`config.mk`:
```
export PLATFORM = sky130hd
export DESIGN_NAME = bstc_top
export DESIGN_NICKNAME = d
export VERILOG_FILES = /design/src/design/bstc_pkg.sv /design/src/design/bstc_top.sv /design/src/design/bstc_fifo.sv /design/src/design/bstc_diff_enc.sv
export SDC_FILE = /design/constraint.sdc
export NUM_CORES = 1
export LEC_CHECK = 0
export ABC_AREA = 0
export BUFFER_PORTS_ARGS = -buffer_cell sky130_fd_sc_hd__buf_2
export CAP_MARGIN = 20
export CORE_MARGIN = 10
export CORE_UTILIZATION = 55
export CTS_BUF_LIST = sky130_fd_sc_hd__clkbuf_8
export CTS_CLUSTER_DIAMETER = 200
export CTS_CLUSTER_SIZE = 10
export DETAILED_ROUTE_END_ITERATION = 10
export PLACE_DENSITY = 0.83
export SLEW_MARGIN = 20
export SYNTH_ARGS = -nofsm -noshare
export SYNTH_HDL_FRONTEND = slang
export SYNTH_SLANG_ARGS = --single-unit
```
`constraint.sdc`:
```
create_clock -name i_clock -period 3.9 [get_ports i_clock]
set_input_delay 0.78 -clock i_clock [delete_from_list [all_inputs] [get_ports i_clock]]
set_output_delay 0.78 -clock i_clock [all_outputs]
set_load 0.01 [all_outputs]
```
`src/design/bstc_pkg.sv`:
```
// package of constants, enumerations and reset values for the baseband symbol trigger control
package bstc_pkg;
	// ----------------------------------------
	// modulation types
	// ----------------------------------------
	typedef enum logic [4:0]
	{
		BSTC_MOD_BPSK     = 5'h00,
		BSTC_MOD_QPSK     = 5'h01,
		BSTC_MOD_IS95QPSK = 5'h02,
		BSTC_MOD_GRAYQPSK = 5'h03,
		BSTC_MOD_OQPSK    = 5'h04,
		BSTC_MOD_IS95OQPSK = 5'h05,
		BSTC_MOD_P4DQPSK  = 5'h06,
		BSTC_MOD_8PSK     = 5'h07,
		BSTC_MOD_16PSK    = 5'h08,
		BSTC_MOD_D8PSK    = 5'h09,
		BSTC_MOD_MSK      = 5'h0A,
		BSTC_MOD_2FSK     = 5'h0B,
		BSTC_MOD_4FSK     = 5'h0C,
		BSTC_MOD_8FSK     = 5'h0D,
		BSTC_MOD_16FSK    = 5'h0E,
		BSTC_MOD_C4FM     = 5'h0F,
		BSTC_MOD_4QAM     = 5'h10,
		BSTC_MOD_16QAM    = 5'h11,
		BSTC_MOD_32QAM    = 5'h12,
		BSTC_MOD_64QAM    = 5'h13,
		BSTC_MOD_128QAM   = 5'h14,
		BSTC_MOD_256QAM   = 5'h15,
		BSTC_MOD_512QAM   = 5'h16,
		BSTC_MOD_1024QAM  = 5'h17,
		BSTC_MOD_ASK      = 5'h18
	} bstc_mod_e;

	// ----------------------------------------
	// trigger sources and state
	// ----------------------------------------
	typedef enum logic [1:0]
	{
		BSTC_TRIG_KEY = 2'h0,
		BSTC_TRIG_BUS = 2'h1,
		BSTC_TRIG_EXT = 2'h2
	} bstc_trig_src_e;

	typedef enum logic [1:0]
	{
		BSTC_ST_IDLE  = 2'h0,
		BSTC_ST_DELAY = 2'h1,
		BSTC_ST_RUN   = 2'h2
	} bstc_state_e;

	// ----------------------------------------
	// widths and reset values
	// ----------------------------------------
	localparam int         BSTC_DELAY_W        = 20;
	localparam int         BSTC_RATE_W         = 32;
	localparam int         BSTC_BIAS_W         = 7;
	localparam logic [19:0] BSTC_DELAY_MAX     = 20'hFFFFF;
	localparam logic [19:0] BSTC_DELAY_RST     = 20'h00000;
	// symbol rate in whole symbols per second, so 50 sps .. 50 Msps fits 32 bits
	localparam logic [31:0] BSTC_RATE_MIN      = 32'h00000032;
	localparam logic [31:0] BSTC_RATE_MAX      = 32'h02FAF080;
	localparam logic [31:0] BSTC_RATE_RST      = 32'h00005EEC;
	localparam logic [6:0]  BSTC_BIAS_MAX      = 7'h5A;
	localparam logic [6:0]  BSTC_BIAS_RST      = 7'h5A;
	localparam logic        BSTC_POL_NORMAL    = 1'b0;
	localparam logic        BSTC_POL_INVERT    = 1'b1;
	localparam logic        BSTC_EXT_TRIGGER_POLARITY_HIGH    = 1'b0;
	localparam logic        BSTC_EXT_TRIGGER_POLARITY_LOW     = 1'b1;
	localparam logic        BSTC_CLK_INTERNAL  = 1'b0;
	localparam bstc_mod_e   BSTC_MOD_RST       = BSTC_MOD_QPSK;
	localparam bstc_trig_src_e BSTC_SRC_RST    = BSTC_TRIG_KEY;
	localparam int          BSTC_FIFO_DEPTH    = 4;
endpackage

```
`src/design/bstc_top.sv`:
```
// baseband symbol path control: settings, trigger, delay, encoding, symbol assembly
`timescale 1ns/1ns
`default_nettype none

// Functional notes
// RULE1: encoded bit is one when bits differ
// RULE2: encoder enable setting, off after reset
// RULE3: polarity one inverts Q, normal after reset
// RULE4: baseband enable setting, off after reset
// RULE5: trigger source key, bus, external; key default
// RULE6: external delay zero to 1048575 bit periods
// RULE7: delay only with switch on and external
// RULE8: external trigger high or low active
// RULE9: sampling clock internal or external, internal default
// RULE10: bits per symbol follow modulation type; 32QAM and wider are held at 4
// RULE11: symbol rate range checked, reset 24.3 ksps
// RULE12: modulation type selector, QPSK after reset
// RULE13: MSK bias 0..90, applies only for MSK
// RULE14: delay down-counter ticks once per bit
module bstc_top
	import bstc_pkg::*;
#(
	parameter int DELAY_W    = BSTC_DELAY_W,
	parameter int FIFO_DEPTH = BSTC_FIFO_DEPTH
) (
	input  wire logic                   i_clock,
	input  wire logic                   i_rst_b,
	// settings from the command interpreter
	input  wire logic                   i_cfg_write,
	input  wire logic                   i_baseband_enable,
	input  wire bstc_pkg::bstc_mod_e    i_mod_type,
	input  wire logic [31:0]            i_symbol_rate,
	input  wire logic [6:0]             i_msk_bias,
	input  wire logic                   i_diff_encode_enable,
	input  wire logic                   i_phase_polarity,
	input  wire logic                   i_sample_clock_select,
	input  wire bstc_pkg::bstc_trig_src_e i_trig_source,
	input  wire logic                   i_ext_trigger_polarity,
	input  wire logic                   i_ext_delay_enable,
	input  wire logic [DELAY_W-1:0]     i_ext_delay,
	// trigger events
	input  wire logic                   i_key_trigger,
	input  wire logic                   i_bus_trigger,
	input  wire logic                   i_ext_trigger,
	// bit stream in, one bit per bit-period tick
	input  wire logic                   i_bit_tick,
	input  wire logic                   i_data_bit,
	// symbols out to the modulator
	output logic                        o_sym_valid,
	input  wire logic                   i_sym_ready,
	output logic [3:0]                  o_sym_data,
	// status and steering toward the modulator
	output logic                        o_baseband_on,
	output logic                        o_running,
	output logic                        o_delaying,
	output logic [2:0]                  o_bits_per_symbol,
	output logic                        o_q_invert,
	output logic                        o_sample_clock_select,
	output logic [31:0]                 o_symbol_rate,
	output logic [6:0]                  o_msk_bias,
	output logic                        o_msk_bias_active,
	output logic                        o_cfg_error,
	output logic                        o_overflow
);
	import bstc_pkg::*;

	// ----------------------------------------
	// settings
	// ----------------------------------------
	logic                bb_en_reg;
	bstc_mod_e           mod_reg;
	logic [31:0]         rate_reg;
	logic [6:0]          bias_reg;
	logic                denc_reg;
	logic                pol_reg;
	logic                clk_sel_reg;
	bstc_trig_src_e      src_reg;
	logic                ext_trigger_polarity_reg;
	logic                dly_en_reg;
	logic [DELAY_W-1:0]  dly_reg;
	logic                cfg_err_reg;

	wire rate_ok;
	wire bias_ok;
	wire src_ok;
	wire cfg_ok;

	// out-of-range values are refused whole so settings stay consistent
	assign rate_ok = (i_symbol_rate >= BSTC_RATE_MIN) && (i_symbol_rate <= BSTC_RATE_MAX); // RULE11
	assign bias_ok = (i_msk_bias <= BSTC_BIAS_MAX); // RULE13
	assign src_ok  = (i_trig_source != 2'h3); // RULE5
	assign cfg_ok  = rate_ok && bias_ok && src_ok;

	always_ff @(posedge i_clock or negedge i_rst_b)
	begin
		if (!i_rst_b)
		begin
			bb_en_reg   <= 1'b0;              // RULE4
			mod_reg     <= BSTC_MOD_RST;      // RULE12
			rate_reg    <= BSTC_RATE_RST;     // RULE11
			bias_reg    <= BSTC_BIAS_RST;     // RULE13
			denc_reg    <= 1'b0;              // RULE2
			pol_reg     <= BSTC_POL_NORMAL;   // RULE3
			clk_sel_reg <= BSTC_CLK_INTERNAL; // RULE9
			src_reg     <= BSTC_SRC_RST;      // RULE5
			ext_trigger_polarity_reg   <= BSTC_EXT_TRIGGER_POLARITY_HIGH;   // RULE8
			dly_en_reg  <= 1'b0;              // RULE7
			dly_reg     <= DELAY_W'(BSTC_DELAY_RST); // RULE6
			cfg_err_reg <= 1'b0;
		end
		else if (i_cfg_write)
		begin
			cfg_err_reg <= !cfg_ok;
			if (cfg_ok)
			begin
				bb_en_reg   <= i_baseband_enable;     // RULE4
				mod_reg     <= i_mod_type;            // RULE12
				rate_reg    <= i_symbol_rate;         // RULE11
				bias_reg    <= i_msk_bias;            // RULE13
				denc_reg    <= i_diff_encode_enable;  // RULE2
				pol_reg     <= i_phase_polarity;      // RULE3
				clk_sel_reg <= i_sample_clock_select; // RULE9
				src_reg     <= i_trig_source;         // RULE5
				ext_trigger_polarity_reg   <= i_ext_trigger_polarity; // RULE8
				dly_en_reg  <= i_ext_delay_enable;    // RULE7
				dly_reg     <= i_ext_delay;           // RULE6
			end
		end
	end

	// ----------------------------------------
	// bits per symbol
	// ----------------------------------------
	logic [2:0] bps;

	always_comb
	begin
		unique case (mod_reg) // RULE10
			BSTC_MOD_BPSK, BSTC_MOD_MSK, BSTC_MOD_2FSK, BSTC_MOD_ASK:
				bps = 3'h1;
			BSTC_MOD_QPSK, BSTC_MOD_IS95QPSK, BSTC_MOD_GRAYQPSK, BSTC_MOD_OQPSK,
			BSTC_MOD_IS95OQPSK, BSTC_MOD_P4DQPSK, BSTC_MOD_4FSK, BSTC_MOD_4QAM,
			BSTC_MOD_C4FM:
				bps = 3'h2;
			BSTC_MOD_8PSK, BSTC_MOD_D8PSK, BSTC_MOD_8FSK:
				bps = 3'h3;
			BSTC_MOD_16PSK, BSTC_MOD_16FSK, BSTC_MOD_16QAM:
				bps = 3'h4;
			// wider constellations need more lanes than this path carries
			default:
				bps = 3'h4;
		endcase
	end

	// ----------------------------------------
	// trigger selection
	// ----------------------------------------
	wire ext_active;
	wire trig_hit;
	wire use_delay;

	assign ext_active = (ext_trigger_polarity_reg == BSTC_EXT_TRIGGER_POLARITY_LOW) ? !i_ext_trigger : i_ext_trigger; // RULE8
	assign trig_hit   = (src_reg == BSTC_TRIG_KEY && i_key_trigger)
	                 || (src_reg == BSTC_TRIG_BUS && i_bus_trigger)
	                 || (src_reg == BSTC_TRIG_EXT && ext_active); // RULE5
	assign use_delay  = dly_en_reg && (src_reg == BSTC_TRIG_EXT)
	                 && (dly_reg != '0); // RULE7

	// ----------------------------------------
	// trigger state machine and delay counter
	// ----------------------------------------
	bstc_state_e        state_reg;
	bstc_state_e        state_next;
	logic [DELAY_W-1:0] dcnt_reg;
	logic [DELAY_W-1:0] dcnt_next;

	always_comb
	begin
		state_next = state_reg;
		dcnt_next  = dcnt_reg;
		unique case (state_reg)
			BSTC_ST_IDLE:
				if (bb_en_reg && trig_hit)
				begin
					if (use_delay)
					begin
						state_next = BSTC_ST_DELAY;
						dcnt_next  = dly_reg; // RULE14
					end
					else
						state_next = BSTC_ST_RUN;
				end
			BSTC_ST_DELAY:
				if (i_bit_tick)
				begin
					dcnt_next = dcnt_reg - 1'b1; // RULE14
					if (dcnt_reg == DELAY_W'(1))
						state_next = BSTC_ST_RUN; // RULE6
				end
			BSTC_ST_RUN:
				state_next = BSTC_ST_RUN;
			default:
				state_next = BSTC_ST_IDLE;
		endcase
		// switching baseband off ends any output
		if (!bb_en_reg)
			state_next = BSTC_ST_IDLE; // RULE4
	end

	always_ff @(posedge i_clock or negedge i_rst_b)
	begin
		if (!i_rst_b)
		begin
			state_reg <= BSTC_ST_IDLE;
			dcnt_reg  <= '0;
		end
		else
		begin
			state_reg <= state_next;
			dcnt_reg  <= dcnt_next;
		end
	end

	// ----------------------------------------
	// encoding and symbol assembly
	// ----------------------------------------
	wire       running;
	wire       take_bit;
	wire       enc_bit;
	logic [3:0] shift_reg;
	logic [2:0] nbits_reg;
	wire       sym_done;
	wire [3:0] shift_next;

	assign running    = (state_reg == BSTC_ST_RUN);
	assign take_bit   = running && i_bit_tick;
	assign shift_next = {shift_reg[2:0], enc_bit};
	assign sym_done   = take_bit && (nbits_reg + 3'h1 == bps); // RULE10

	bstc_diff_enc u_enc (
		.i_clock     (i_clock),
		.i_rst_b     (i_rst_b),
		.i_enable    (denc_reg),
		.i_clear     (!running),
		.i_bit_valid (take_bit),
		.i_bit       (i_data_bit),
		.o_bit       (enc_bit)
	); // RULE1 RULE2

	always_ff @(posedge i_clock or negedge i_rst_b)
	begin
		if (!i_rst_b)
		begin
			shift_reg <= 4'h0;
			nbits_reg <= 3'h0;
		end
		else if (!running)
		begin
			shift_reg <= 4'h0;
			nbits_reg <= 3'h0;
		end
		else if (take_bit)
		begin
			shift_reg <= sym_done ? 4'h0 : shift_next;
			nbits_reg <= sym_done ? 3'h0 : nbits_reg + 3'h1;
		end
	end

	// ----------------------------------------
	// symbol FIFO toward the modulator
	// ----------------------------------------
	wire       fifo_in_ready;
	wire       fifo_out_valid;
	wire [3:0] fifo_out_data;
	wire       fifo_pop;
	logic      ovf_reg;

	bstc_fifo #(
		.WIDTH (4),
		.DEPTH (FIFO_DEPTH)
	) u_fifo (
		.i_clock     (i_clock),
		.i_rst_b     (i_rst_b),
		.i_in_valid  (sym_done),
		.o_in_ready  (fifo_in_ready),
		.i_in_data   (shift_next),
		.o_out_valid (fifo_out_valid),
		.i_out_ready (fifo_pop),
		.o_out_data  (fifo_out_data),
		.i_flush     (!running)
	);

	// output stage register; pops only when it is empty or being drained
	assign fifo_pop = fifo_out_valid && (!o_sym_valid || i_sym_ready);

	always_ff @(posedge i_clock or negedge i_rst_b)
	begin
		if (!i_rst_b)
		begin
			o_sym_valid <= 1'b0;
			o_sym_data  <= 4'h0;
		end
		else if (!running)
		begin
			o_sym_valid <= 1'b0;
			o_sym_data  <= 4'h0;
		end
		else if (fifo_pop)
		begin
			o_sym_valid <= 1'b1;
			o_sym_data  <= fifo_out_data;
		end
		else if (i_sym_ready)
			o_sym_valid <= 1'b0;
	end

	// bit source cannot be paused, so a full FIFO loses the symbol and flags it
	always_ff @(posedge i_clock or negedge i_rst_b)
	begin
		if (!i_rst_b)
			ovf_reg <= 1'b0;
		else if (sym_done && !fifo_in_ready)
			ovf_reg <= 1'b1;
		else if (i_cfg_write)
			ovf_reg <= 1'b0;
	end

	// ----------------------------------------
	// registered status outputs
	// ----------------------------------------
	always_ff @(posedge i_clock or negedge i_rst_b)
	begin
		if (!i_rst_b)
		begin
			o_baseband_on         <= 1'b0;
			o_running             <= 1'b0;
			o_delaying            <= 1'b0;
			o_bits_per_symbol     <= 3'h2;
			o_q_invert            <= 1'b0;
			o_sample_clock_select <= BSTC_CLK_INTERNAL;
			o_symbol_rate         <= BSTC_RATE_RST;
			o_msk_bias            <= BSTC_BIAS_RST;
			o_msk_bias_active     <= 1'b0;
			o_cfg_error           <= 1'b0;
			o_overflow            <= 1'b0;
		end
		else
		begin
			o_baseband_on         <= bb_en_reg;
			o_running             <= running;
			o_delaying            <= (state_reg == BSTC_ST_DELAY);
			o_bits_per_symbol     <= bps;
			o_q_invert            <= (pol_reg == BSTC_POL_INVERT); // RULE3
			o_sample_clock_select <= clk_sel_reg; // RULE9
			o_symbol_rate         <= rate_reg;
			o_msk_bias            <= bias_reg;
			o_msk_bias_active     <= (mod_reg == BSTC_MOD_MSK); // RULE13
			o_cfg_error           <= cfg_err_reg;
			o_overflow            <= ovf_reg;
		end
	end
endmodule
`default_nettype wire

```
`src/design/bstc_fifo.sv`:
```
// small synchronous FIFO with valid/ready on both sides
`timescale 1ns/1ns
`default_nettype none
module bstc_fifo #(
	parameter int WIDTH = 1,
	parameter int DEPTH = 4
) (
	input  wire logic             i_clock,
	input  wire logic             i_rst_b,
	input  wire logic             i_in_valid,
	output logic                  o_in_ready,
	input  wire logic [WIDTH-1:0] i_in_data,
	output logic                  o_out_valid,
	input  wire logic             i_out_ready,
	output logic      [WIDTH-1:0] o_out_data,
	input  wire logic             i_flush
);
	localparam int AW = $clog2(DEPTH);

	logic [WIDTH-1:0] mem_reg [DEPTH];
	logic [AW-1:0]    wr_ptr_reg;
	logic [AW-1:0]    rd_ptr_reg;
	logic [AW:0]      count_reg;
	wire              do_push;
	wire              do_pop;

	assign o_in_ready  = (count_reg != (AW+1)'(DEPTH)) && !i_flush;
	assign o_out_valid = (count_reg != '0);
	assign o_out_data  = mem_reg[rd_ptr_reg];
	assign do_push     = i_in_valid && o_in_ready;
	assign do_pop      = o_out_valid && i_out_ready;

	always_ff @(posedge i_clock)
	begin
		if (do_push)
			mem_reg[wr_ptr_reg] <= i_in_data;
	end

	always_ff @(posedge i_clock or negedge i_rst_b)
	begin
		if (!i_rst_b)
		begin
			wr_ptr_reg <= '0;
			rd_ptr_reg <= '0;
			count_reg  <= '0;
		end
		else if (i_flush)
		begin
			wr_ptr_reg <= '0;
			rd_ptr_reg <= '0;
			count_reg  <= '0;
		end
		else
		begin
			if (do_push)
				wr_ptr_reg <= (wr_ptr_reg == AW'(DEPTH - 1)) ? '0 : wr_ptr_reg + 1'b1;
			if (do_pop)
				rd_ptr_reg <= (rd_ptr_reg == AW'(DEPTH - 1)) ? '0 : rd_ptr_reg + 1'b1;
			count_reg <= count_reg + (AW+1)'(do_push) - (AW+1)'(do_pop);
		end
	end
endmodule
`default_nettype wire

```
`src/design/bstc_diff_enc.sv`:
```
// differential encoder for the serial data bit stream
`timescale 1ns/1ns
`default_nettype none
module bstc_diff_enc (
	input  wire logic i_clock,
	input  wire logic i_rst_b,
	input  wire logic i_enable,
	input  wire logic i_clear,
	input  wire logic i_bit_valid,
	input  wire logic i_bit,
	output logic      o_bit
);
	logic prev_bit_reg;

	// history starts at zero so the first bit passes as itself
	assign o_bit = i_enable ? (i_bit ^ prev_bit_reg) : i_bit; // RULE1

	always_ff @(posedge i_clock or negedge i_rst_b)
	begin
		if (!i_rst_b)
			prev_bit_reg <= 1'b0;
		else if (i_clear)
			prev_bit_reg <= 1'b0;
		else if (i_bit_valid)
			prev_bit_reg <= i_bit;
	end
endmodule
`default_nettype wire

```
==> results of run 1 <==
-- critical path, delay by kind of cell (launching register included) --
kind,cells,cell delay [ns]
and+or+nand+nor,3,1.08
AOI/OAI and AO/OA,2,0.64
adders and majority gates,2,0.55
DFF,1,0.47
buffers and inverters,2,0.28
xor gates and xnor gates,1,0.14
-- metal layers --
layer	GRT usage [%]	wire length, um
met1	21.1	6470
met2	30.3	8670
met3	6.77	1290
met4	5.21	174
met5	0	0
-- synthesized netlist by cell type (2+ instances only) --
master | number | area, um2
or3_1 | 7 | 43.8
ha_1 | 14 | 175
mux2_2 | 60 | 676
nor2b_1 | 13 | 81.3
nor3_1 | 12 | 60.1
nor4_1 | 14 | 87.6
o21ai_0 | 28 | 140
and3_1 | 6 | 37.5
o22ai_1 | 3 | 18.8
a21boi_0 | 2 | 15.0
nand4_1 | 2 | 12.5
or4_1 | 5 | 37.5
or2_2 | 3 | 18.8
o31a_1 | 4 | 35.0
o21a_1 | 3 | 22.5
nand3_1 | 4 | 20.0
nand2b_1 | 8 | 50.1
a22oi_1 | 3 | 22.5
o22a_1 | 10 | 87.6
a21oi_1 | 22 | 110
and2_1 | 10 | 62.6
buf_6 | 7 | 78.8
clkbuf_1 | 13 | 48.8
mux2_4 | 6 | 90.1
edfxtp_1 | 16 | 480
xnor2_1 | 5 | 43.8
a22o_1 | 4 | 35.0
nand3b_1 | 3 | 22.5
or4_4 | 2 | 22.5
mux2i_1 | 14 | 140
inv_1 | 20 | 75.1
nand2_1 | 23 | 86.3
dfrtp_1 | 135 | 3380
a31oi_1 | 4 | 25.0
nor2_1 | 20 | 75.1
o31ai_1 | 2 | 15.0
mux4_2 | 4 | 90.1
a221oi_1 | 2 | 17.5
dfstp_2 | 30 | 788
-- cell families (layout without fill, tap and decap cells) --
logic type | after synthesis | after routing | share of synthesized area, %
compound gates | 101 | 101 | 9.07
xor+xnor | 5 | 5 | 0.578
fa+ha+maj | 15 | 15 | 2.58
buf+inv | 43 | 195 | 2.84
flops | 181 | 181 | 61.3
mux | 84 | 84 | 13.1
simple gates | 139 | 139 | 10.4
-- worst paths after layout --
kind / end / cells after the start / from
max in group asynchronous: bias_reg[3]$_DFFE_PN1P_ / 2 / i_rst_b
min in group asynchronous: u_fifo.rd_ptr_reg[0]$_DFFE_PN0P_ / 1 / i_rst_b
worst max register to register: u_fifo.count_reg[2]$_DFF_PN0_ / 10 / mod_reg[1]$_DFFE_PN0P_
worst min register to register: o_msk_bias[3]$_DFF_PN1_ / 0 / bias_reg[3]$_DFFE_PN1P_
worst max-delay path: u_fifo.count_reg[2]$_DFF_PN0_ / 10 / mod_reg[1]$_DFFE_PN0P_
worst min-delay path: o_msk_bias[3]$_DFF_PN1_ / 0 / bias_reg[3]$_DFFE_PN1P_
-- area by class of cell --
cell class / count / area, um2
Sequential cell: 181 / 4650
Fill cell: 991 / 4490
Multi-Input combinational cell: 344 / 2710
Timing Repair Buffer: 142 / 762
Clock buffer: 20 / 275
Tap cell: 176 / 220
Clock inverter: 12 / 165
Inverter: 21 / 78.8
-- metrics by stage --
| stage | cells | setup slack (ns) | hold slack [ns] | utilization (%) | power (uW) |
|---|---|---|---|---|---|
| final | 896 | 0.626 | 0.361 | 66.4 | 3740 |
| after CTS | 896 | 0.653 | 0.364 | 66.4 | 3780 |
| after global placement | 864 | 0.813 | 0.354 | 63.1 | 2390 |
| after global routing | 896 | 0.479 | 0.371 | 66.4 | 3900 |
| after floorplan | 568 | 0.900 | 0.346 | - | 2230 |
| after detailed placement | 864 | 0.731 | 0.353 | 63.1 | 2410 |
-- power breakdown --
part           leakage [uW]  total [uW]  internal (uW)  switching (uW)
Clock              0.000240        1370            743             626
Combinational       0.00175         311            147             163
Sequential          0.00230        2060           2000            54.6
==> impl_metrics.env, run 1 <==
export IMPL_status="finished, final reports clean"
export IMPL_worstHoldPathType="flip-flop to flip-flop"
export IMPL_relSlewSlack_pct=36.9
export IMPL_p_leak_uw=0.00429
export IMPL_grtUsageTotal_pct=18.0
export IMPL_die_area_um2=18900
export IMPL_powerDensity_nw_per_um2=422
export IMPL_worstPathRequired_ns=4.26
export IMPL_cp_slowest_stage_delay_ns=0.73
export IMPL_io_pins=136
export IMPL_core_area_um2=13300
export IMPL_period_share_pct=84.0
export IMPL_detail_route_antenna_nets=0
export IMPL_grt_overflow=0
export IMPL_worstMarginPinSlew_ns=0.946
export IMPL_grt_pass1_vias=5308
export IMPL_finalHoldViolCount=0
export IMPL_cts_tree="yes"
export IMPL_grt_pass1_wl_mm=26.8
export IMPL_cts_setup_buffers=0
export IMPL_diodes=0
export IMPL_clk_path_buf_depth=2
export IMPL_final_common_cell="dfrtp_1"
export IMPL_final_layout_size_suffix_gt1_share_pct=39.0
export IMPL_crit_chain="or4b_2 > o32a_1 > a222oi_1 > buf_4 > and2_1 > ha_1 > inv_1 > fa_1 > xnor2_1 > and2_1"
export IMPL_syn_nets=664
export IMPL_grt_antenna_before_repair=0
export IMPL_route_detailed_drc=0
export IMPL_max_cap_violations=0
export IMPL_rrSetupSlack_ns=0.63
export IMPL_crit_path_max_fanout=10
export IMPL_wl_per_cell_um=18.5
export IMPL_area_delta_synth_final_pct=17.0
export IMPL_vias=5044
export IMPL_dr_first_iter_drc_count=709
export IMPL_ys_warn_count=0
export IMPL_postPlaceCellArea_um2=8420
export IMPL_numCtsBuffers=17
export IMPL_place_gp_congestion=0.866
export IMPL_tns_ns=0
export IMPL_cts_resized=0
export IMPL_startpoint_type="flip-flop"
export IMPL_via_per_inst=5.63
export IMPL_io_buffers=135
export IMPL_start_util_pct=56.7
export IMPL_rows=42
export IMPL_synth_seq_cells=181
export IMPL_dieWidth_um=137
export IMPL_seq_area_frac_synth_pct=61.3
export IMPL_syn_avg_cell_area_um2=13.3
export IMPL_htree_num_levels=4
export IMPL_setup_viol=0
export IMPL_dr_pass1_iters=5
export IMPL_root_buffer="clkbuf_8"
export IMPL_ir_drop_mv=0.348
export IMPL_die_y_um=137
export IMPL_final_cell_mix="dfrtp_1 (135), buf_2 (134), mux2_2 (60)"
export IMPL_ys_types=64
export IMPL_rsz0062_at_grt="no"
export IMPL_slowest_stage="or4b_2"
export IMPL_skew_ns=0.0133
export IMPL_crit_type="flip-flop to flip-flop"
export IMPL_end_kind="flip-flop"
export IMPL_hpwl_mm=12.3
export IMPL_fmax_ghz=0.305
export IMPL_stdcell_area_um2=8860
export IMPL_fin_nets=803
export IMPL_period_needed_ns=3.27
export IMPL_netlist_area_um2=7570
export IMPL_routed_wl_mm=16.6
export IMPL_grt_max_degree=120
export IMPL_ys_async_sr_fraction_pct=91.2
export IMPL_synthFlopType="dfrtp_1"
export IMPL_slew_violations=0
export IMPL_clkTransAtPathRegs_ns=0.09
export IMPL_critPathMostFrequentCell="and2_1"
export IMPL_cp_arrival_ns=3.63
export IMPL_synthCells=568
export IMPL_cts_num_sinks=181
export IMPL_clkLatencyLatePin_ns=0.47
export IMPL_synth_edf_count=16
export IMPL_cts_hold_buffers=0
Note: power is estimated with default switching activity, not from simulation.
==> run 2, diff against run 1 <==
--- a/config.mk
+++ b/config.mk
@@ -5,7 +5,7 @@
 export SDC_FILE = /design/constraint.sdc
 export NUM_CORES = 1
 export LEC_CHECK = 0
-export ABC_AREA = 0
+export ABC_AREA = 1
 export BUFFER_PORTS_ARGS = -buffer_cell sky130_fd_sc_hd__buf_2
 export CAP_MARGIN = 20
 export CORE_MARGIN = 10
@@ -14,7 +14,7 @@
 export CTS_CLUSTER_DIAMETER = 200
 export CTS_CLUSTER_SIZE = 10
 export DETAILED_ROUTE_END_ITERATION = 10
-export PLACE_DENSITY = 0.83
+export PLACE_DENSITY = 0.82
 export SLEW_MARGIN = 20
 export SYNTH_ARGS = -nofsm -noshare
 export SYNTH_HDL_FRONTEND = slang
==> constraint.sdc (replaced) <==
create_clock -name i_clock -period 3.2 [get_ports i_clock]
set_input_delay 0.64 -clock i_clock [delete_from_list [all_inputs] [get_ports i_clock]]
set_output_delay 0.64 -clock i_clock [all_outputs]
set_load 0.01 [all_outputs]
==> impl_metrics.env, run 2 <==
export IMPL_status="finished, final reports clean"
export IMPL_synth_edf_count=16
export IMPL_grt_antenna_before_repair=0
export IMPL_yosysMostFrequentCell="nand2_1"
export IMPL_fmax_ghz=0.378
export IMPL_routed_wl_mm=18.2
export IMPL_synthFlopType="dfrtp_1"
export IMPL_ir_drop_mv=0.415
export IMPL_fin_ws_ns=0.553
export IMPL_slowest_stage="dfstp_2"
export IMPL_worstMarginPinSlew_ns=0.781
export IMPL_crit_path_max_fanout=7
export IMPL_die_y_um=140
export IMPL_via_per_inst=5.21
export IMPL_skew_ns=0.0100
export IMPL_cts_num_sinks=181
export IMPL_synthTopCellsByCount="nand2_1 (270), dfrtp_1 (135), nand3_1 (114)"
export IMPL_crit_type="flip-flop to flip-flop"
export IMPL_area_delta_synth_final_pct=16.7
export IMPL_grt_max_degree=68
export IMPL_synth_seq_cells=181
export IMPL_relSlewSlack_pct=47.9
export IMPL_clk_path_buf_depth=2
export IMPL_tns_ns=0
export IMPL_seq_area_frac_synth_pct=59.0
export IMPL_rows=43
export IMPL_startpoint_type="flip-flop"
export IMPL_max_cap_violations=0
export IMPL_htree_num_levels=4
export IMPL_worstHoldPathType="input pin to asynchronous set/reset pin"
export IMPL_p_leak_uw=0.00480
export IMPL_dr_first_iter_drc_count=406
export IMPL_cts_resized=0
export IMPL_slew_violations=0
export IMPL_die_area_um2=19500
export IMPL_hpwl_mm=13.2
export IMPL_ys_warn_count=0
export IMPL_crit_chain="inv_1 > nand3_1 > nand3_1 > nand3_1 > nand2_1 > nand2_1 > nand2_1 > nor2_1 > nand3_1 > inv_1 > ha_1 > inv_1 > fa_1 > and3_1 > nor3_1"
export IMPL_power_uw=4700
export IMPL_rsz0062_at_grt="no"
export IMPL_clkLatencyLatePin_ns=0.46
export IMPL_grt_pass1_wl_mm=30.6
export IMPL_grtUsageTotal_pct=19.0
export IMPL_r2r_end="u_fifo.count_reg[2]$_DFF_PN0_"
export IMPL_dieWidth_um=140
export IMPL_powerDensity_nw_per_um2=512
export IMPL_cts_tree="yes"
export IMPL_clkTransAtPathRegs_ns=0.10
export IMPL_r2r_cells=15
export IMPL_fin_nets=1121
export IMPL_synth_top_cell_by_area="dfrtp_1"
export IMPL_timing_rr_start="mod_reg[0]$_DFFE_PN1P_"
export IMPL_end_kind="flip-flop"
export IMPL_io_pins=136
export IMPL_final_common_cell="nand2_1"
export IMPL_place_gp_congestion=0.881
export IMPL_netlist_area_um2=7880
export IMPL_period_share_pct=82.7
export IMPL_io_buffers=135
export IMPL_period_needed_ns=2.65
export IMPL_start_util_pct=56.6
export IMPL_ys_types=37
export IMPL_final_core_util_pct=66.0
export IMPL_ys_top_cells_by_area="dfrtp_1 (43%), nand2_1 (13%), dfstp_2 (10%)"
export IMPL_root_buffer="clkbuf_8"
export IMPL_numCtsBuffers=17
export IMPL_wl_per_cell_um=14.9
export IMPL_route_detailed_drc=0
export IMPL_syn_nets=987
export IMPL_multi_input_area_um2=2780
export IMPL_cts_hold_buffers=0
export IMPL_cts_setup_buffers=0
export IMPL_dr_pass1_iters=7
export IMPL_rrSetupSlack_ns=0.55
export IMPL_final_cell_mix="nand2_1 (269), dfrtp_1 (135), buf_2 (134)"
export IMPL_worstPathRequired_ns=3.58
export IMPL_final_layout_size_suffix_gt1_share_pct=20.7
export IMPL_ys_async_sr_fraction_pct=91.2
export IMPL_critPathMostFrequentCell="nand3_1"
export IMPL_pre_cts_ws_ns=0.576
export IMPL_detail_route_antenna_nets=0
export IMPL_core_area_um2=13900
export IMPL_cp_slowest_stage_delay_ns=0.57
export IMPL_finalHoldViolCount=0
export IMPL_seqCellArea_um2=4650
export IMPL_grt_pass1_vias=6318
export IMPL_fillCellCount=1202
export IMPL_cp_arrival_ns=3.02
export IMPL_hold_slack_ns=0.111
export IMPL_syn_avg_cell_area_um2=8.84
export IMPL_synth_top_area_share_pct=42.9
export IMPL_synthCells=891
export IMPL_grt_overflow=0
export IMPL_setup_viol=0
export IMPL_vias=6347
## run 2: changes by cell type after synthesis, sizes merged, moves of 10 or more
cell	previous run	this run
nand2	23	271
nand3	4	114
mux2	66	0
nor2	20	82
inv	21	81
o21ai	28	47
mux2i	14	0
nor2b	13	0
buf	9	21
nor4	14	2
o22a	10	0
## run 2: cells by family after synthesis
family / share of synthesized area, %
buffers and inverters: 5.95
DFF: 59.0
AOI/OAI and AO/OA: 5.45
adders and majority gates: 2.48
and+or+nand+nor: 26.7
xor gates and xnor gates: 0.445
## run 2: stage by stage
step           cell area (um2)  instances
2_1_floorplan             7880        891
3_3_place_gp              8750       1186
3_5_place_dp              8750       1186
4_1_cts                   9190       1218
5_1_grt                   9190       1218
6_report                  9200       1219
## run 2: how the worst max path moves through the flow
| stage | start | endpoint | depth (start not counted) |
|---|---|---|---|
| 2_1_floorplan | state_reg[0]$_DFFE_PN0P_ | u_fifo.count_reg[2]$_DFF_PN0_ | 12 |
| 3_5_place_dp | mod_reg[0]$_DFFE_PN1P_ | u_fifo.count_reg[2]$_DFF_PN0_ | 15 |
| 5_1_grt | nbits_reg[0]$_DFFE_PN0P_ | u_fifo.count_reg[2]$_DFF_PN0_ | 15 |
| 3_3_place_gp | nbits_reg[0]$_DFFE_PN0P_ | u_fifo.count_reg[2]$_DFF_PN0_ | 15 |
| 6_report | mod_reg[0]$_DFFE_PN1P_ | u_fifo.count_reg[2]$_DFF_PN0_ | 15 |
| 4_1_cts | mod_reg[0]$_DFFE_PN1P_ | u_fifo.count_reg[2]$_DFF_PN0_ | 15 |
## run 2: power breakdown
part	internal (uW)	total, uW	leakage, uW	switching (uW)
clock network	883	1700	0.000231	817
logic	169	463	0.00237	294
registers	2470	2540	0.00220	73.2
## run 2: routing by layer
layer / vias to the layer above / GRT usage, % / share of wire (%)
met5: - / 0 / 0
met3: 27 / 7.49 / 7.8
li1: 3143 / - / -
met4: 0 / 6.58 / 1.8
met2: 193 / 29.4 / 47
met1: 2984 / 23.6 / 44
## run 2: worst max-delay path, delay by kind of cell (launching register included)
family	cells	cell delay, ns
flops	1	0.57
simple gates	10	1.19
buf+inv	3	0.27
fa+ha+maj	2	0.52
## run 2: layout make-up
| cell class | count | share of cell area [%] |
|---|---|---|
| tap | 180 | 2.45 |
| sequential | 181 | 50.5 |
| antenna | 1 | 0.0272 |
| inverter | 83 | 3.39 |
| clock inverter | 14 | 2.14 |
| clock buffer | 18 | 2.69 |
| timing repair buffer | 146 | 8.59 |
| multi-input combinational | 596 | 30.2 |
